==> config.mk <==
export PLATFORM = sky130hd
export DESIGN_NAME = bfp_core
export DESIGN_NICKNAME = d
export VERILOG_FILES = /design/src/bfp_delay_timer.v /design/src/bfp_log_mem.v /design/src/bfp_core.v
export VERILOG_INCLUDE_DIRS = /design/src
export SDC_FILE = /design/constraint.sdc
export NUM_CORES = 2
export LEC_CHECK = 0
export BUFFER_PORTS_ARGS = -buffer_cell sky130_fd_sc_hd__buf_4
export CAP_MARGIN = 5
export CORE_ASPECT_RATIO = 1.25
export CORE_MARGIN = 3
export CORE_UTILIZATION = 55
export CTS_CLUSTER_DIAMETER = 150
export DETAILED_ROUTE_END_ITERATION = 16
export PLACE_DENSITY = 0.72
export SYNTH_ARGS = -nofsm -noshare
export SYNTH_HDL_FRONTEND = slang
export SYNTH_SLANG_ARGS = --single-unit
==> constraint.sdc <==
create_clock -name ref_clk_i -period 12.35 [get_ports ref_clk_i]
set_input_delay 1.8525 -clock ref_clk_i [delete_from_list [all_inputs] [get_ports ref_clk_i]]
set_output_delay 1.8525 -clock ref_clk_i [all_outputs]
set_load 0.02 [all_outputs]
==> src/bfp_map.vh <==
// Register map, field positions, reset values and timing for the breaker failure protection block
`ifndef BFP_MAP_VH
`define BFP_MAP_VH

// --------------------------------------------------------------
// Register offsets
// --------------------------------------------------------------
`define BFP_CTRL        8'h00
`define BFP_RT_DELAY    8'h04
`define BFP_BF_DELAY    8'h08
`define BFP_EV_MASK     8'h0C
`define BFP_STATUS      8'h10
`define BFP_CNT_RT      8'h14
`define BFP_CNT_BF      8'h18
`define BFP_CNT_ST      8'h1C
`define BFP_CNT_BLK     8'h20
`define BFP_LOG_SEL     8'h24
`define BFP_LOG_TIME    8'h28
`define BFP_LOG_EVT     8'h2C
`define BFP_LOG_CUR     8'h30
`define BFP_LOG_TTR     8'h34
`define BFP_LOG_TTB     8'h38

// --------------------------------------------------------------
// Control fields and modes
// --------------------------------------------------------------
`define BFP_CTRL_MODE_LSB  0
`define BFP_CTRL_RT_EN     4
`define BFP_CTRL_PH_EN     5
`define BFP_CTRL_RES_EN    6
`define BFP_CTRL_RST       32'h00000070
`define BFP_MODE_CUR       2'h0
`define BFP_MODE_CUR_AND   2'h1
`define BFP_MODE_CUR_OR    2'h2
`define BFP_MODE_SIG       2'h3
`define BFP_EV_MASK_RST    16'hFFFF

// --------------------------------------------------------------
// Event indices
// --------------------------------------------------------------
`define BFP_EV_START    3'h0
`define BFP_EV_RETRIP   3'h1
`define BFP_EV_BF       3'h2
`define BFP_EV_BLOCK    3'h3
`define BFP_EV_MON      3'h4
`define BFP_EV_SIG      3'h5
`define BFP_EV_PHASE    3'h6
`define BFP_EV_RES      3'h7

// --------------------------------------------------------------
// Timing
// --------------------------------------------------------------
`define BFP_CLK_NS      100
`define BFP_TICK_NS     5000000
`define BFP_STEP_MS     5
`define BFP_RT_DLY_MS   100
`define BFP_BF_DLY_MS   200
`define BFP_LOG_DEPTH   12

`endif

==> src/bfp_delay_timer.v <==
// Tick-driven delay timer with clear and remaining-time output
module bfp_delay_timer
#(
   parameter W = 19
)
(
   input  wire         ref_clk_i,
   input  wire         rst_n_i,
   input  wire         tick_i,
   input  wire         run_i,
   input  wire         clear_i,
   input  wire [W-1:0] limit_i,
   output wire         done_o,
   output wire [W-1:0] remain_o
);

   reg [W-1:0] count_q;

   // ------------------------------------------------------------
   // Counter
   // ------------------------------------------------------------
   always @(posedge ref_clk_i)
   begin
      if (!rst_n_i)
         count_q <= {W{1'b0}};
      else if (tick_i)
      begin
         if (clear_i)
            count_q <= {W{1'b0}};
         else if (run_i && (count_q < limit_i))
            count_q <= count_q + {{(W-1){1'b0}}, 1'b1};
      end
   end

   assign done_o   = (count_q >= limit_i);
   assign remain_o = done_o ? {W{1'b0}} : (limit_i - count_q);

endmodule // bfp_delay_timer

==> src/bfp_log_mem.v <==
// Operation log storage with registered read data
module bfp_log_mem
#(
   parameter W     = 111,
   parameter DEPTH = 12,
   parameter AW    = 4
)
(
   input  wire          ref_clk_i,
   input  wire          wr_en_i,
   input  wire [AW-1:0] wr_addr_i,
   input  wire [W-1:0]  wr_data_i,
   input  wire [AW-1:0] rd_addr_i,
   output reg  [W-1:0]  rd_data_o
);

   reg [W-1:0] mem [0:DEPTH-1];

   // ------------------------------------------------------------
   // Storage
   // ------------------------------------------------------------
   // No reset on the array: contents are qualified by the record count
   always @(posedge ref_clk_i)
   begin
      if (wr_en_i)
         mem[wr_addr_i] <= wr_data_i;
      rd_data_o <= mem[rd_addr_i];
   end

endmodule // bfp_log_mem

==> src/bfp_core.v <==
// Breaker failure protection core with AHB-Lite register slave
//
// The implementer's own choices: the AHB-Lite register port and the placing of the registers.
`include "bfp_map.vh"
module bfp_core
#(
   parameter TICK_CYCLES = `BFP_TICK_NS / `BFP_CLK_NS,
   parameter DLY_W       = 19,
   parameter CUR_W       = 16,
   parameter CNT_W       = 16
)
(
   input  wire             ref_clk_i,
   input  wire             rst_n_i,
   input  wire             hsel_i,
   input  wire [7:0]       haddr_i,
   input  wire [1:0]       htrans_i,
   input  wire             hwrite_i,
   input  wire [2:0]       hsize_i,
   input  wire [31:0]      hwdata_i,
   input  wire             hready_i,
   output reg  [31:0]      hrdata_o,
   output wire             hreadyout_o,
   output wire             hresp_o,
   input  wire             phase_over_i,
   input  wire             residual_over_i,
   input  wire             trip_monitor_i,
   input  wire             signal_input_i,
   input  wire             block_i,
   input  wire [CUR_W-1:0] phase_max_i,
   input  wire [CUR_W-1:0] residual_i,
   input  wire [2:0]       setting_group_i,
   input  wire [31:0]      time_ms_i,
   output reg              start_o,
   output reg              blocked_o,
   output reg              redundant_trip_o,
   output reg              breaker_failure_output_o,
   output reg              event_valid_o,
   output reg  [2:0]       event_id_o,
   output reg              event_on_o,
   output reg  [31:0]      event_stamp_o
);

   localparam LOG_W = 32 + 4 + 2 * CUR_W + 2 * DLY_W + 3;
   localparam [31:0] LOG_DEPTH_M1 = `BFP_LOG_DEPTH - 1;
   localparam [3:0]  LOG_LAST     = LOG_DEPTH_M1[3:0];
   localparam [31:0] CTRL_RST     = `BFP_CTRL_RST;
   localparam [31:0] RT_RST       = `BFP_RT_DLY_MS / `BFP_STEP_MS;
   localparam [31:0] BF_RST       = `BFP_BF_DLY_MS / `BFP_STEP_MS;

   // ------------------------------------------------------------
   // Input synchronisers
   // ------------------------------------------------------------
   reg  [4:0] sync1_q;
   reg  [4:0] sync2_q;
   always @(posedge ref_clk_i)
   begin
      if (!rst_n_i)
      begin
         sync1_q <= 5'h00;
         sync2_q <= 5'h00;
      end
      else
      begin
         sync1_q <= {block_i, signal_input_i, trip_monitor_i, residual_over_i, phase_over_i};
         sync2_q <= sync1_q;
      end
   end

   // ------------------------------------------------------------
   // Program-cycle tick
   // ------------------------------------------------------------
   reg  [31:0] tick_cnt_q;
   wire        tick = (tick_cnt_q == TICK_CYCLES - 1);
   always @(posedge ref_clk_i)
   begin
      if (!rst_n_i || tick)
         tick_cnt_q <= 32'h00000000;
      else
         tick_cnt_q <= tick_cnt_q + 32'h00000001;
   end

   // ------------------------------------------------------------
   // Settings
   // ------------------------------------------------------------
   reg  [6:0]       ctrl_q;
   reg  [DLY_W-1:0] rt_dly_q;
   reg  [DLY_W-1:0] bf_dly_q;
   reg  [15:0]      ev_mask_q;
   reg  [3:0]       log_sel_q;
   wire [1:0]       mode   = ctrl_q[`BFP_CTRL_MODE_LSB +: 2];
   wire             rt_en  = ctrl_q[`BFP_CTRL_RT_EN];

   // ------------------------------------------------------------
   // Pick-up evaluation, once per tick
   // ------------------------------------------------------------
   reg  ph_q;
   reg  res_q;
   reg  mon_q;
   reg  sig_q;
   reg  blk_q;
   always @(posedge ref_clk_i)
   begin
      if (!rst_n_i)
      begin
         ph_q  <= 1'b0;
         res_q <= 1'b0;
         mon_q <= 1'b0;
         sig_q <= 1'b0;
         blk_q <= 1'b0;
      end
      else if (tick)
      begin
         ph_q  <= sync2_q[0] & ctrl_q[`BFP_CTRL_PH_EN];
         res_q <= sync2_q[1] & ctrl_q[`BFP_CTRL_RES_EN];
         mon_q <= sync2_q[2];
         sig_q <= sync2_q[3];
         blk_q <= sync2_q[4];
      end
   end

   wire cur = ph_q | res_q;
   reg  pick;
   reg  run;
   always @*
   begin
      pick = cur;
      run  = cur;
      case (mode)
         `BFP_MODE_CUR:
         begin
            pick = cur;
            run  = cur;
         end
         `BFP_MODE_CUR_AND:
         begin
            pick = cur;
            run  = cur & mon_q;
         end
         `BFP_MODE_CUR_OR:
         begin
            pick = cur | mon_q;
            run  = cur | mon_q;
         end
         default:
         begin
            pick = sig_q;
            run  = sig_q;
         end
      endcase
   end

   // Block wins at pick-up and drops a running start
   wire start_now = pick & ~blk_q;
   wire blk_now   = pick & blk_q;
   wire active    = start_now & run;
   wire rt_done;
   wire bf_done;
   wire [DLY_W-1:0] rt_rem;
   wire [DLY_W-1:0] bf_rem;

   bfp_delay_timer #(.W(DLY_W)) u_rt_timer
   (
      .ref_clk_i (ref_clk_i),
      .rst_n_i   (rst_n_i),
      .tick_i    (tick),
      .run_i     (active),
      .clear_i   (~active | ~rt_en | (mode == `BFP_MODE_SIG)),
      .limit_i   (rt_dly_q),
      .done_o    (rt_done),
      .remain_o  (rt_rem)
   );

   bfp_delay_timer #(.W(DLY_W)) u_bf_timer
   (
      .ref_clk_i (ref_clk_i),
      .rst_n_i   (rst_n_i),
      .tick_i    (tick),
      .run_i     (active),
      .clear_i   (~active),
      .limit_i   (bf_dly_q),
      .done_o    (bf_done),
      .remain_o  (bf_rem)
   );

   always @(posedge ref_clk_i)
   begin
      if (!rst_n_i)
      begin
         start_o                  <= 1'b0;
         blocked_o                <= 1'b0;
         redundant_trip_o         <= 1'b0;
         breaker_failure_output_o <= 1'b0;
      end
      else
      begin
         start_o   <= start_now;
         blocked_o <= blk_now;
         // Done is compared before this tick's step, so output trails count by one cycle
         redundant_trip_o         <= active & rt_en & rt_done & (rt_dly_q != 0 || run);
         breaker_failure_output_o <= active & bf_done;
      end
   end

   // ------------------------------------------------------------
   // Events
   // ------------------------------------------------------------
   wire [7:0] ev_now = {res_q, ph_q, sig_q, mon_q, blocked_o, breaker_failure_output_o,
                        redundant_trip_o, start_o};
   reg  [7:0] ev_prev_q;
   reg  [7:0] on_pend_q;
   reg  [7:0] off_pend_q;
   wire [7:0] on_set  = ev_now & ~ev_prev_q & ev_mask_q[7:0];
   wire [7:0] off_set = ~ev_now & ev_prev_q & ev_mask_q[15:8];
   reg  [7:0] pick_on;
   reg  [7:0] pick_off;
   reg  [2:0] pick_id;
   integer    i;
   always @*
   begin
      pick_on  = 8'h00;
      pick_off = 8'h00;
      pick_id  = 3'h0;
      for (i = 7; i >= 0; i = i - 1)
         if (off_pend_q[i])
         begin
            pick_off = 8'h01 << i;
            pick_id  = i[2:0];
         end
      if (on_pend_q != 8'h00)
      begin
         pick_off = 8'h00;
         for (i = 7; i >= 0; i = i - 1)
            if (on_pend_q[i])
            begin
               pick_on = 8'h01 << i;
               pick_id = i[2:0];
            end
      end
   end

   wire emit_on = (on_pend_q != 8'h00);
   wire emit    = emit_on | (off_pend_q != 8'h00);
   always @(posedge ref_clk_i)
   begin
      if (!rst_n_i)
      begin
         ev_prev_q     <= 8'h00;
         on_pend_q     <= 8'h00;
         off_pend_q    <= 8'h00;
         event_valid_o <= 1'b0;
         event_id_o    <= 3'h0;
         event_on_o    <= 1'b0;
         event_stamp_o <= 32'h00000000;
      end
      else
      begin
         ev_prev_q     <= ev_now;
         // New edges win over the slot being drained this cycle
         on_pend_q     <= (on_pend_q & ~pick_on) | on_set;
         off_pend_q    <= (off_pend_q & ~pick_off) | off_set;
         event_valid_o <= emit;
         event_id_o    <= pick_id;
         event_on_o    <= emit_on;
         event_stamp_o <= time_ms_i;
      end
   end

   // ------------------------------------------------------------
   // Counters
   // ------------------------------------------------------------
   reg  [CNT_W-1:0] cnt_q [0:3];
   reg  [3:0]       cnt_clr;
   wire [3:0]       cnt_inc = {on_set[`BFP_EV_BLOCK] | (ev_now[3] & ~ev_prev_q[3]),
                               ev_now[0] & ~ev_prev_q[0], ev_now[2] & ~ev_prev_q[2],
                               ev_now[1] & ~ev_prev_q[1]};
   genvar g;
   generate
      for (g = 0; g < 4; g = g + 1)
      begin : g_cnt
         always @(posedge ref_clk_i)
         begin
            if (!rst_n_i)
               cnt_q[g] <= {CNT_W{1'b0}};
            else if (cnt_clr[g])
               cnt_q[g] <= {{(CNT_W-1){1'b0}}, cnt_inc[g]};
            else if (cnt_inc[g])
               cnt_q[g] <= cnt_q[g] + {{(CNT_W-1){1'b0}}, 1'b1};
         end
      end
   endgenerate

   // ------------------------------------------------------------
   // Operation log
   // ------------------------------------------------------------
   reg  [3:0]       log_head_q;
   reg  [3:0]       log_count_q;
   wire             log_wr = emit_on;
   wire [LOG_W-1:0] log_rec = {time_ms_i, pick_id, 1'b1, phase_max_i, residual_i,
                               rt_rem, bf_rem, setting_group_i};
   wire [4:0]       rd_raw = {1'b0, log_head_q} + 5'h0B - {1'b0, log_sel_q};
   wire [3:0]       rd_slot = (rd_raw >= 5'h0C) ? (rd_raw[3:0] - 4'hC) : rd_raw[3:0];
   wire [LOG_W-1:0] log_rd;

   bfp_log_mem #(.W(LOG_W), .DEPTH(`BFP_LOG_DEPTH), .AW(4)) u_log
   (
      .ref_clk_i (ref_clk_i),
      .wr_en_i   (log_wr),
      .wr_addr_i (log_head_q),
      .wr_data_i (log_rec),
      .rd_addr_i (rd_slot),
      .rd_data_o (log_rd)
   );

   always @(posedge ref_clk_i)
   begin
      if (!rst_n_i)
      begin
         log_head_q  <= 4'h0;
         log_count_q <= 4'h0;
      end
      else if (log_wr)
      begin
         // Head wraps over the oldest record once twelve are held
         log_head_q <= (log_head_q == LOG_LAST) ? 4'h0 : log_head_q + 4'h1;
         if (log_count_q != `BFP_LOG_DEPTH)
            log_count_q <= log_count_q + 4'h1;
      end
   end

   // ------------------------------------------------------------
   // AHB-Lite slave
   // ------------------------------------------------------------
   reg        wr_pend_q;
   reg        rd_pend_q;
   reg  [1:0] rd_wait_q;
   reg  [7:0] addr_q;
   wire       take = hsel_i & hready_i & htrans_i[1];
   // Reads wait two cycles so a log index written just before is reflected
   assign hreadyout_o = ~(rd_pend_q & (rd_wait_q != 2'h0));
   assign hresp_o     = 1'b0;

   reg [31:0] rd_mux;
   always @*
   begin
      rd_mux = 32'h00000000;
      if (addr_q == `BFP_CTRL)
         rd_mux = {25'h0000000, ctrl_q};
      else if (addr_q == `BFP_RT_DELAY)
         rd_mux = {{(32-DLY_W){1'b0}}, rt_dly_q};
      else if (addr_q == `BFP_BF_DELAY)
         rd_mux = {{(32-DLY_W){1'b0}}, bf_dly_q};
      else if (addr_q == `BFP_EV_MASK)
         rd_mux = {16'h0000, ev_mask_q};
      else if (addr_q == `BFP_STATUS)
         rd_mux = {18'h00000, rt_done, bf_done, sig_q, mon_q, res_q, ph_q, blk_q,
                   blocked_o, breaker_failure_output_o, redundant_trip_o, start_o, active, pick, 1'b0};
      else if (addr_q == `BFP_CNT_RT)
         rd_mux = {{(32-CNT_W){1'b0}}, cnt_q[0]};
      else if (addr_q == `BFP_CNT_BF)
         rd_mux = {{(32-CNT_W){1'b0}}, cnt_q[1]};
      else if (addr_q == `BFP_CNT_ST)
         rd_mux = {{(32-CNT_W){1'b0}}, cnt_q[2]};
      else if (addr_q == `BFP_CNT_BLK)
         rd_mux = {{(32-CNT_W){1'b0}}, cnt_q[3]};
      else if (addr_q == `BFP_LOG_SEL)
         rd_mux = {20'h00000, log_count_q, 4'h0, log_sel_q};
      else if (addr_q == `BFP_LOG_TIME)
         rd_mux = log_rd[LOG_W-1 -: 32];
      else if (addr_q == `BFP_LOG_EVT)
         rd_mux = {24'h000000, 1'b0, log_rd[2:0], log_rd[LOG_W-33 -: 4]};
      else if (addr_q == `BFP_LOG_CUR)
         rd_mux = log_rd[LOG_W-37 -: 32];
      else if (addr_q == `BFP_LOG_TTR)
         rd_mux = {{(32-DLY_W){1'b0}}, log_rd[2*DLY_W+2 -: DLY_W]};
      else if (addr_q == `BFP_LOG_TTB)
         rd_mux = {{(32-DLY_W){1'b0}}, log_rd[DLY_W+2 -: DLY_W]};
   end

   always @*
   begin
      cnt_clr = 4'h0;
      if (wr_pend_q)
      begin
         if (addr_q == `BFP_CNT_RT)
            cnt_clr = 4'h1;
         else if (addr_q == `BFP_CNT_BF)
            cnt_clr = 4'h2;
         else if (addr_q == `BFP_CNT_ST)
            cnt_clr = 4'h4;
         else if (addr_q == `BFP_CNT_BLK)
            cnt_clr = 4'h8;
      end
   end

   always @(posedge ref_clk_i)
   begin
      if (!rst_n_i)
      begin
         wr_pend_q <= 1'b0;
         rd_pend_q <= 1'b0;
         rd_wait_q <= 2'h0;
         addr_q    <= 8'h00;
         hrdata_o  <= 32'h00000000;
         ctrl_q    <= CTRL_RST[6:0];
         rt_dly_q  <= RT_RST[DLY_W-1:0];
         bf_dly_q  <= BF_RST[DLY_W-1:0];
         ev_mask_q <= `BFP_EV_MASK_RST;
         log_sel_q <= 4'h0;
      end
      else
      begin
         if (rd_pend_q && rd_wait_q != 2'h0)
         begin
            rd_wait_q <= rd_wait_q - 2'h1;
            if (rd_wait_q == 2'h1)
               hrdata_o <= rd_mux;
         end
         else
         begin
            wr_pend_q <= take & hwrite_i;
            rd_pend_q <= take & ~hwrite_i;
            rd_wait_q <= (take & ~hwrite_i) ? 2'h2 : 2'h0;
            if (take)
               addr_q <= haddr_i;
         end
         if (wr_pend_q)
         begin
            if (addr_q == `BFP_CTRL)
               ctrl_q <= hwdata_i[6:0];
            else if (addr_q == `BFP_RT_DELAY)
               rt_dly_q <= hwdata_i[DLY_W-1:0];
            else if (addr_q == `BFP_BF_DELAY)
               bf_dly_q <= hwdata_i[DLY_W-1:0];
            else if (addr_q == `BFP_EV_MASK)
               ev_mask_q <= hwdata_i[15:0];
            else if (addr_q == `BFP_LOG_SEL)
               log_sel_q <= (hwdata_i[3:0] > LOG_LAST) ? LOG_LAST : hwdata_i[3:0];
         end
      end
   end

endmodule // bfp_core

Word-level counts from Yosys, hierarchy flattened
Memories as Yosys holds them, arrays and structs flattened. A register that Yosys moved wholly into a read port is not among the register bits.
Index checks and enable logic that the tools add are counted.
{ "word_totals": {"regBits": 376, "latchBits": 0, "ram_bits": 1360, "mem_bits_ro": 0, "memories": 2} }
{ "memory_table": {"columns": ["memory", "depth", "width", "rd", "rd_clocked_by_memory_dff", "wr", "line", "source"], "rows": [
  ["u_log.mem", 12, 108, 1, 1, 1, "bfp_log_mem.v:17", "reg [W-1:0] mem [0:DEPTH-1];"],
  ["cnt_q", 4, 16, 4, 0, 4, "bfp_core.v:272", "reg [CNT_W-1:0] cnt_q [0:3];"]
]} }
{ "classes": {"add_sub_neg": 15, "multipliers": 0, "div_mod_pow": 0, "n_lt_le_gt_ge": 6, "eq_ne": 22, "n_shift": 0, "n_mux": 107, "bitwise_logic": 59, "reduce_logical": 24} }
{ "ops": {"columns": ["cell", "n"], "rows": [
  ["$mux W32", 13],
  ["$mux W19", 8],
  ["$mux W8", 18],
  ["$mux W16", 8],
  ["$add A16 B1 Y16 const B", 4],
  ["$eq A8 B6 Y1 const B", 7],
  ["$mux W3", 17],
  ["$and A8 B8 Y8", 6],
  ["$add A19 B1 Y19 const B", 2],
  ["$ge A19 B19 Y1", 2],
  ["$lt A19 B19 Y1", 2],
  ["$sub A19 B19 Y19", 2],
  ["$add A32 B1 Y32 const B", 1],
  ["$eq A32 B16 Y1 const B", 1],
  ["$eq A8 B5 Y1 const B", 4],
  ["$mux W4", 8],
  ["$not A8 Y8", 4],
  ["$mux W1", 31],
  ["$and A1 B1 Y1", 19],
  ["$reduce_bool A19 Y1", 1],
  ["$eq A8 B4 Y1 const B", 2],
  ["$or A8 B8 Y8", 2],
  ["$reduce_bool A8 Y1", 2],
  ["$not A1 Y1", 14],
  ["29 further kinds", 55]
]} }

Depth between registers and ports, before layout
{ "depth": {"depth_word": 17, "depth_mapped": 14} }

By module
From an unflattened synthesis, not the netlist that was laid out.
{ "hier_totals": {"hier_cells": 4512, "hier_area_um2": 69923.3} }
{ "by_module_without_submodules": {"columns": ["mod", "instances", "cells_each", "area_each_um2"], "rows": [
  ["bfp_log_mem", 1, 2214, 51114.0],
  ["bfp_core", 1, 1727, 14686.6],
  ["bfp_delay_timer at u_rt_timer", 1, 283, 2073.2],
  ["bfp_delay_timer at u_bf_timer", 1, 288, 2049.5]
]} }

Worst setup path after synthesis
No wires, ideal clock.
{ "synth_timing": {"path_kind": "reg2reg", "from": "register on_pend_q[2]", "to": "memory u_log.mem[0][0] in the netlist's numbering, enable pin", "setup_time_ps": 707, "arrival_time_ps": 8300, "slack_ps": 3343, "path_stages_with_launch": 6, "synth_period_minus_slack_ps": 9007, "cell_sequence": "dfxtp_1 > nor4_1 > nand3_1 > clkbuf_1 > nand2_1 > nor3_1"} }
{ "synth_via": {"elab_chain_cells": 3} }
{ "synth_lines": {"columns": ["item", "line", "source"], "rows": [
  ["start, declared", "bfp_core.v:211", "reg [7:0] on_pend_q;"],
  ["start signal, assigned", "bfp_core.v:260", "on_pend_q <= (on_pend_q & ~pick_on) | on_set;"],
  ["$reduce_bool A8 Y1", "bfp_core.v:242", "wire emit_on = (on_pend_q != 8'h00);"],
  ["$mux W1", "bfp_log_mem.v:25", "if (wr_en_i)"],
  ["$mux W1 (implied by the code)", "bfp_log_mem.v:26", "mem[wr_addr_i] <= wr_data_i;"],
  ["end, declared", "bfp_log_mem.v:17", null]
]} }
Every way passes these cells.

Final worst setup path
{ "layout_timing": {"from": "register log_head_q[2]", "to": "register u_log.rd_data_o[27] (read register of u_log.mem)"} }
{ "layout_via": {"elab_chain_cells": 4} }
{ "layout_lines": {"columns": ["item", "line", "source"], "rows": [
  ["start, declared", "bfp_core.v:296", "reg [3:0] log_head_q;"],
  ["start signal, assigned", "bfp_core.v:325", "log_head_q <= (log_head_q == LOG_LAST) ? 4'h0 : log_head_q + 4'h1;"],
  ["$add A4 B4 Y5 *", "bfp_core.v:301", "wire [4:0] rd_raw = {1'b0, log_head_q} + 5'h0B - {1'b0, log_sel_q};"],
  ["$sub A5 B4 Y5 *", "bfp_core.v:301", null],
  ["$sub A4 B4 Y4 or $ge A5 B4 Y1 (tied branches)", "bfp_core.v:302", "wire [3:0] rd_slot = (rd_raw >= 5'h0C) ? (rd_raw[3:0] - 4'hC) : rd_raw[3:0];"],
  ["$mux W4 *", "bfp_core.v:302", null],
  ["end, declared", "bfp_log_mem.v:14", "output reg [W-1:0] rd_data_o"]
]} }
Every way passes the cells marked *; elsewhere a longest branch is shown, timed or not.
A chain may end at the register's enable or synchronous reset.

==> results.md <==
- Synthesis-stage register bit count: 1,735
- Leading area contributor after synthesis: edfxtp_1
- Iteration-0 DRC Markers: 4,514
- Post-DR wirelength/cell: 26.5 um
- Clock root buffer: clkbuf_16
- Setup repair after global routing missed its margin: false
- Cells after Synth: 4,349
- Non-filler instance count after layout: 6,288
- Min Tclk post-route: 4.79 ns
- CTS H-tree lvls: 4
- CP top delay family: buffers and inverters
- Worst setup skew after layout: 0.0397 ns
- Type of the tightest min-delay check: flop to flop
- Achievable Freq: 209 MHz
- Primary flip-flop cell chosen by synthesis mapping: edfxtp_1
- Category of the worst setup path capture point: flop
- Critical Path RT: 13.01 ns
- Type of origin of the critical path: flop
- Die area: 130,000 sq um
- Remaining global-route overflow: 0
- Worst slew margin: 23.6%
- Worst-path cell chain: inv_1 > ha_1 > inv_1 > fa_1 > xor2_1 > ha_1 > a221o_1 > mux2i_4 > buf_4 > buf_4 > nor2_1 > a21oi_1
- Final setup viols: 0
- Hold Buf Count CTS: 0
- Fill cell count: 8,762
- Crit Path Class: flop to flop
- Clock tree from TritonCTS: yes
- Overall track demand over capacity in global routing: 25.9%
- Ports: 197
- Synth top area cells: edfxtp_1 (59%), dfxtp_1 (11%), mux4_2 (11%)
- Worst-path cell with the longest stage delay: buf_4
- Wire length of the first global-routing pass: 248,000 um
- Gates resized, CTS repair: 0
- Critical path buffers and inverters: 4
- Sum of routed wire length over all layers: 166,000 um
- TritonCTS buffer count: 163
- Leading cell type in the layout, fill and taps excluded: edfxtp_1
- Vias per cell: 6.26
- Worst stage delay on the critical path: 0.90 ns
- Antenna violations before repair: 5
- Max VDD drop: 148 uV
- Commonest cells after routing, fill and taps aside: edfxtp_1 (1,360), dfxtp_1 (374), nor2_1 (366)
- Post-Synthesis Net Count: 4,535
- Max Cap Violations: 0
- Fraction of registers with async set or reset after synthesis: 0%
- Clock latency on the worst-skew pair: 0.79 ns
- Total count of max-transition violations in the final report: 0
- Largest fanout on the critical path: 82
- Clk pin slew, worst setup/hold paths: 0.06 ns
- Last weighted congestion value of the routability-driven placer: 0.957
- P&R area growth vs syn: 12.3%
- Post-synth top area share: 59.2%
- Die Span Y: 402 um
- Number of iterations in the first detailed-routing pass: 7
- Post-route clock period utilization: 38.8%
- Worst Max-Slew Pin Slew: 1.15 ns
- Final Net Count: 4,726
- # DRC: 0
- Pin count of the biggest net entering global routing: 109
- Via count: 39,400
- Setup slack of the most critical reg-to-reg path: 7.56 ns
- Data arrival at the endpoint of the critical path: 5.44 ns
- Final HPWL from detailed placement: 97,900 um
- Cell Pwr Density: 148 nW/um^2
- Share of post-route cells with drive strength above 1: 18.7%
- Cell count after placement: 5,980
- Placement row count: 144
- Clock tree sinks: 1,735
- Leakage dissipation: 26.1 nW
- Average cell area after synthesis: 15.9 sq um
- Outcome: completed
- Post-synthesis sequential area ratio: 70.1%
- Post-detailed-route count of antenna-violating nets: 0
- Total number of yosys warnings: 0
- Floorplan core area: 124,000 sq um
- Clk buf depth: 3
- Final Hold Violating Endpoints: 0
- Die W: 323 um
- Fraction of the core area covered by cells at the end of the flow: 62.5%
- Number of enable flip-flop cells after synthesis: 1,360
- Post-CTS setup buffer count: 0
- Number of port buffers: 178
- Starting density of the core: 55.7%
- Syn Std Cell Area: 69,000 sq um
- Setup Total Neg Slack: 0 ns
- Vias in the first global route: 39,100
- Synth cell types: 87
-- power breakdown --
part           total [mW]  switching (mW)  internal (mW)
clock                4.98            2.14           2.84
combinational       0.172           0.116         0.0559
sequential           6.29          0.0187           6.28
total                11.4            2.27           9.17
-- final timing paths --
check | startpoint | end | cells past startpoint
min | sync1_q[1] | sync2_q[1] | 1
min reg2reg | sync1_q[1] | sync2_q[1] | 1
max reg2reg | log_head_q[2] | u_log.rd_data_o[27] | 12
max | log_head_q[2] | u_log.rd_data_o[27] | 12
-- cells in the mapped netlist (all sizes together), types with 46 or more instances --
master	instances
a21oi	263
o21ai	71
clkbuf	150
mux4	324
nand3	99
dfxtp	375
xnor2	46
ha	61
mux2i	160
buf	68
edfxtp	1360
nor2	375
xor2	65
and3	50
nand2	280
inv	93
and2	71
-- cells by family after synthesis --
family | count (synthesis) | share of synthesized area (%)
flip-flops | 1735 | 70.1
AO/OA/AOI/OAI | 570 | 5.20
XOR/XNOR | 111 | 1.42
adder cells (fa/ha/maj) | 64 | 1.19
other | 1 | 0.00544
multiplexers | 492 | 13.0
buffers and inverters | 311 | 1.81
AND/OR/NAND/NOR | 1065 | 7.27
-- final cells by class --
class	instances	area (sq um)	share of cell area (%)
Clock inverter	78	733	0.946
Tap cell	1606	2010	2.59
Antenna cell	2	5.00	0.00646
Multi-Input combinational cell	2303	19500	25.2
Inverter	93	352	0.454
Timing Repair Buffer	244	1890	2.44
Sequential cell	1735	48300	62.4
Clock buffer	227	4620	5.96
-- state kept, by name (all words and copies together), names as in the netlist, 16 cells and up --
register	flops
tick_cnt_q	32
u_bf_timer.count_q	19
event_stamp_o	32
u_log.rd_data_o	108
hrdata_o	32
u_log.mem	1296
bf_dly_q	19
cnt_q	64
ev_mask_q	16
rt_dly_q	19
u_rt_timer.count_q	19
-- per-layer routing --
layer	GRT usage [%]	vias up	share of wire, %
met5	0	-	0.016
met4	11.1	4	4.6
met3	4.46	362	8.1
met2	41.4	1818	48
met1	35.3	20000	39
li1	-	17200	-
-- worst register-to-register path: stages, from the launching register on --
cell     delay, ns
dfxtp_1       0.53
inv_1         0.14
ha_1          0.30
inv_1         0.06
fa_1          0.37
xor2_1        0.36
ha_1          0.22
a221o_1       0.31
mux2i_4       0.26
buf_4         0.68
buf_4         0.92
nor2_1        0.16
a21oi_1       0.36
-- per-stage QoR --
stage | power, mW | hold slack [ns] | instance area [sq um] | setup slack, ns
after floorplan | 6.48 | 0.412 | 69000 | 3.34
after global placement | 6.58 | 0.426 | 72100 | 7.53
after detailed placement | 6.59 | 0.425 | 72100 | 7.53
after CTS | 11.5 | 0.448 | 77500 | 7.51
after global routing | 11.8 | 0.453 | 77500 | 7.20
final | 11.4 | 0.443 | 77500 | 7.56
Note: power is estimated with default switching activity, not from simulation.
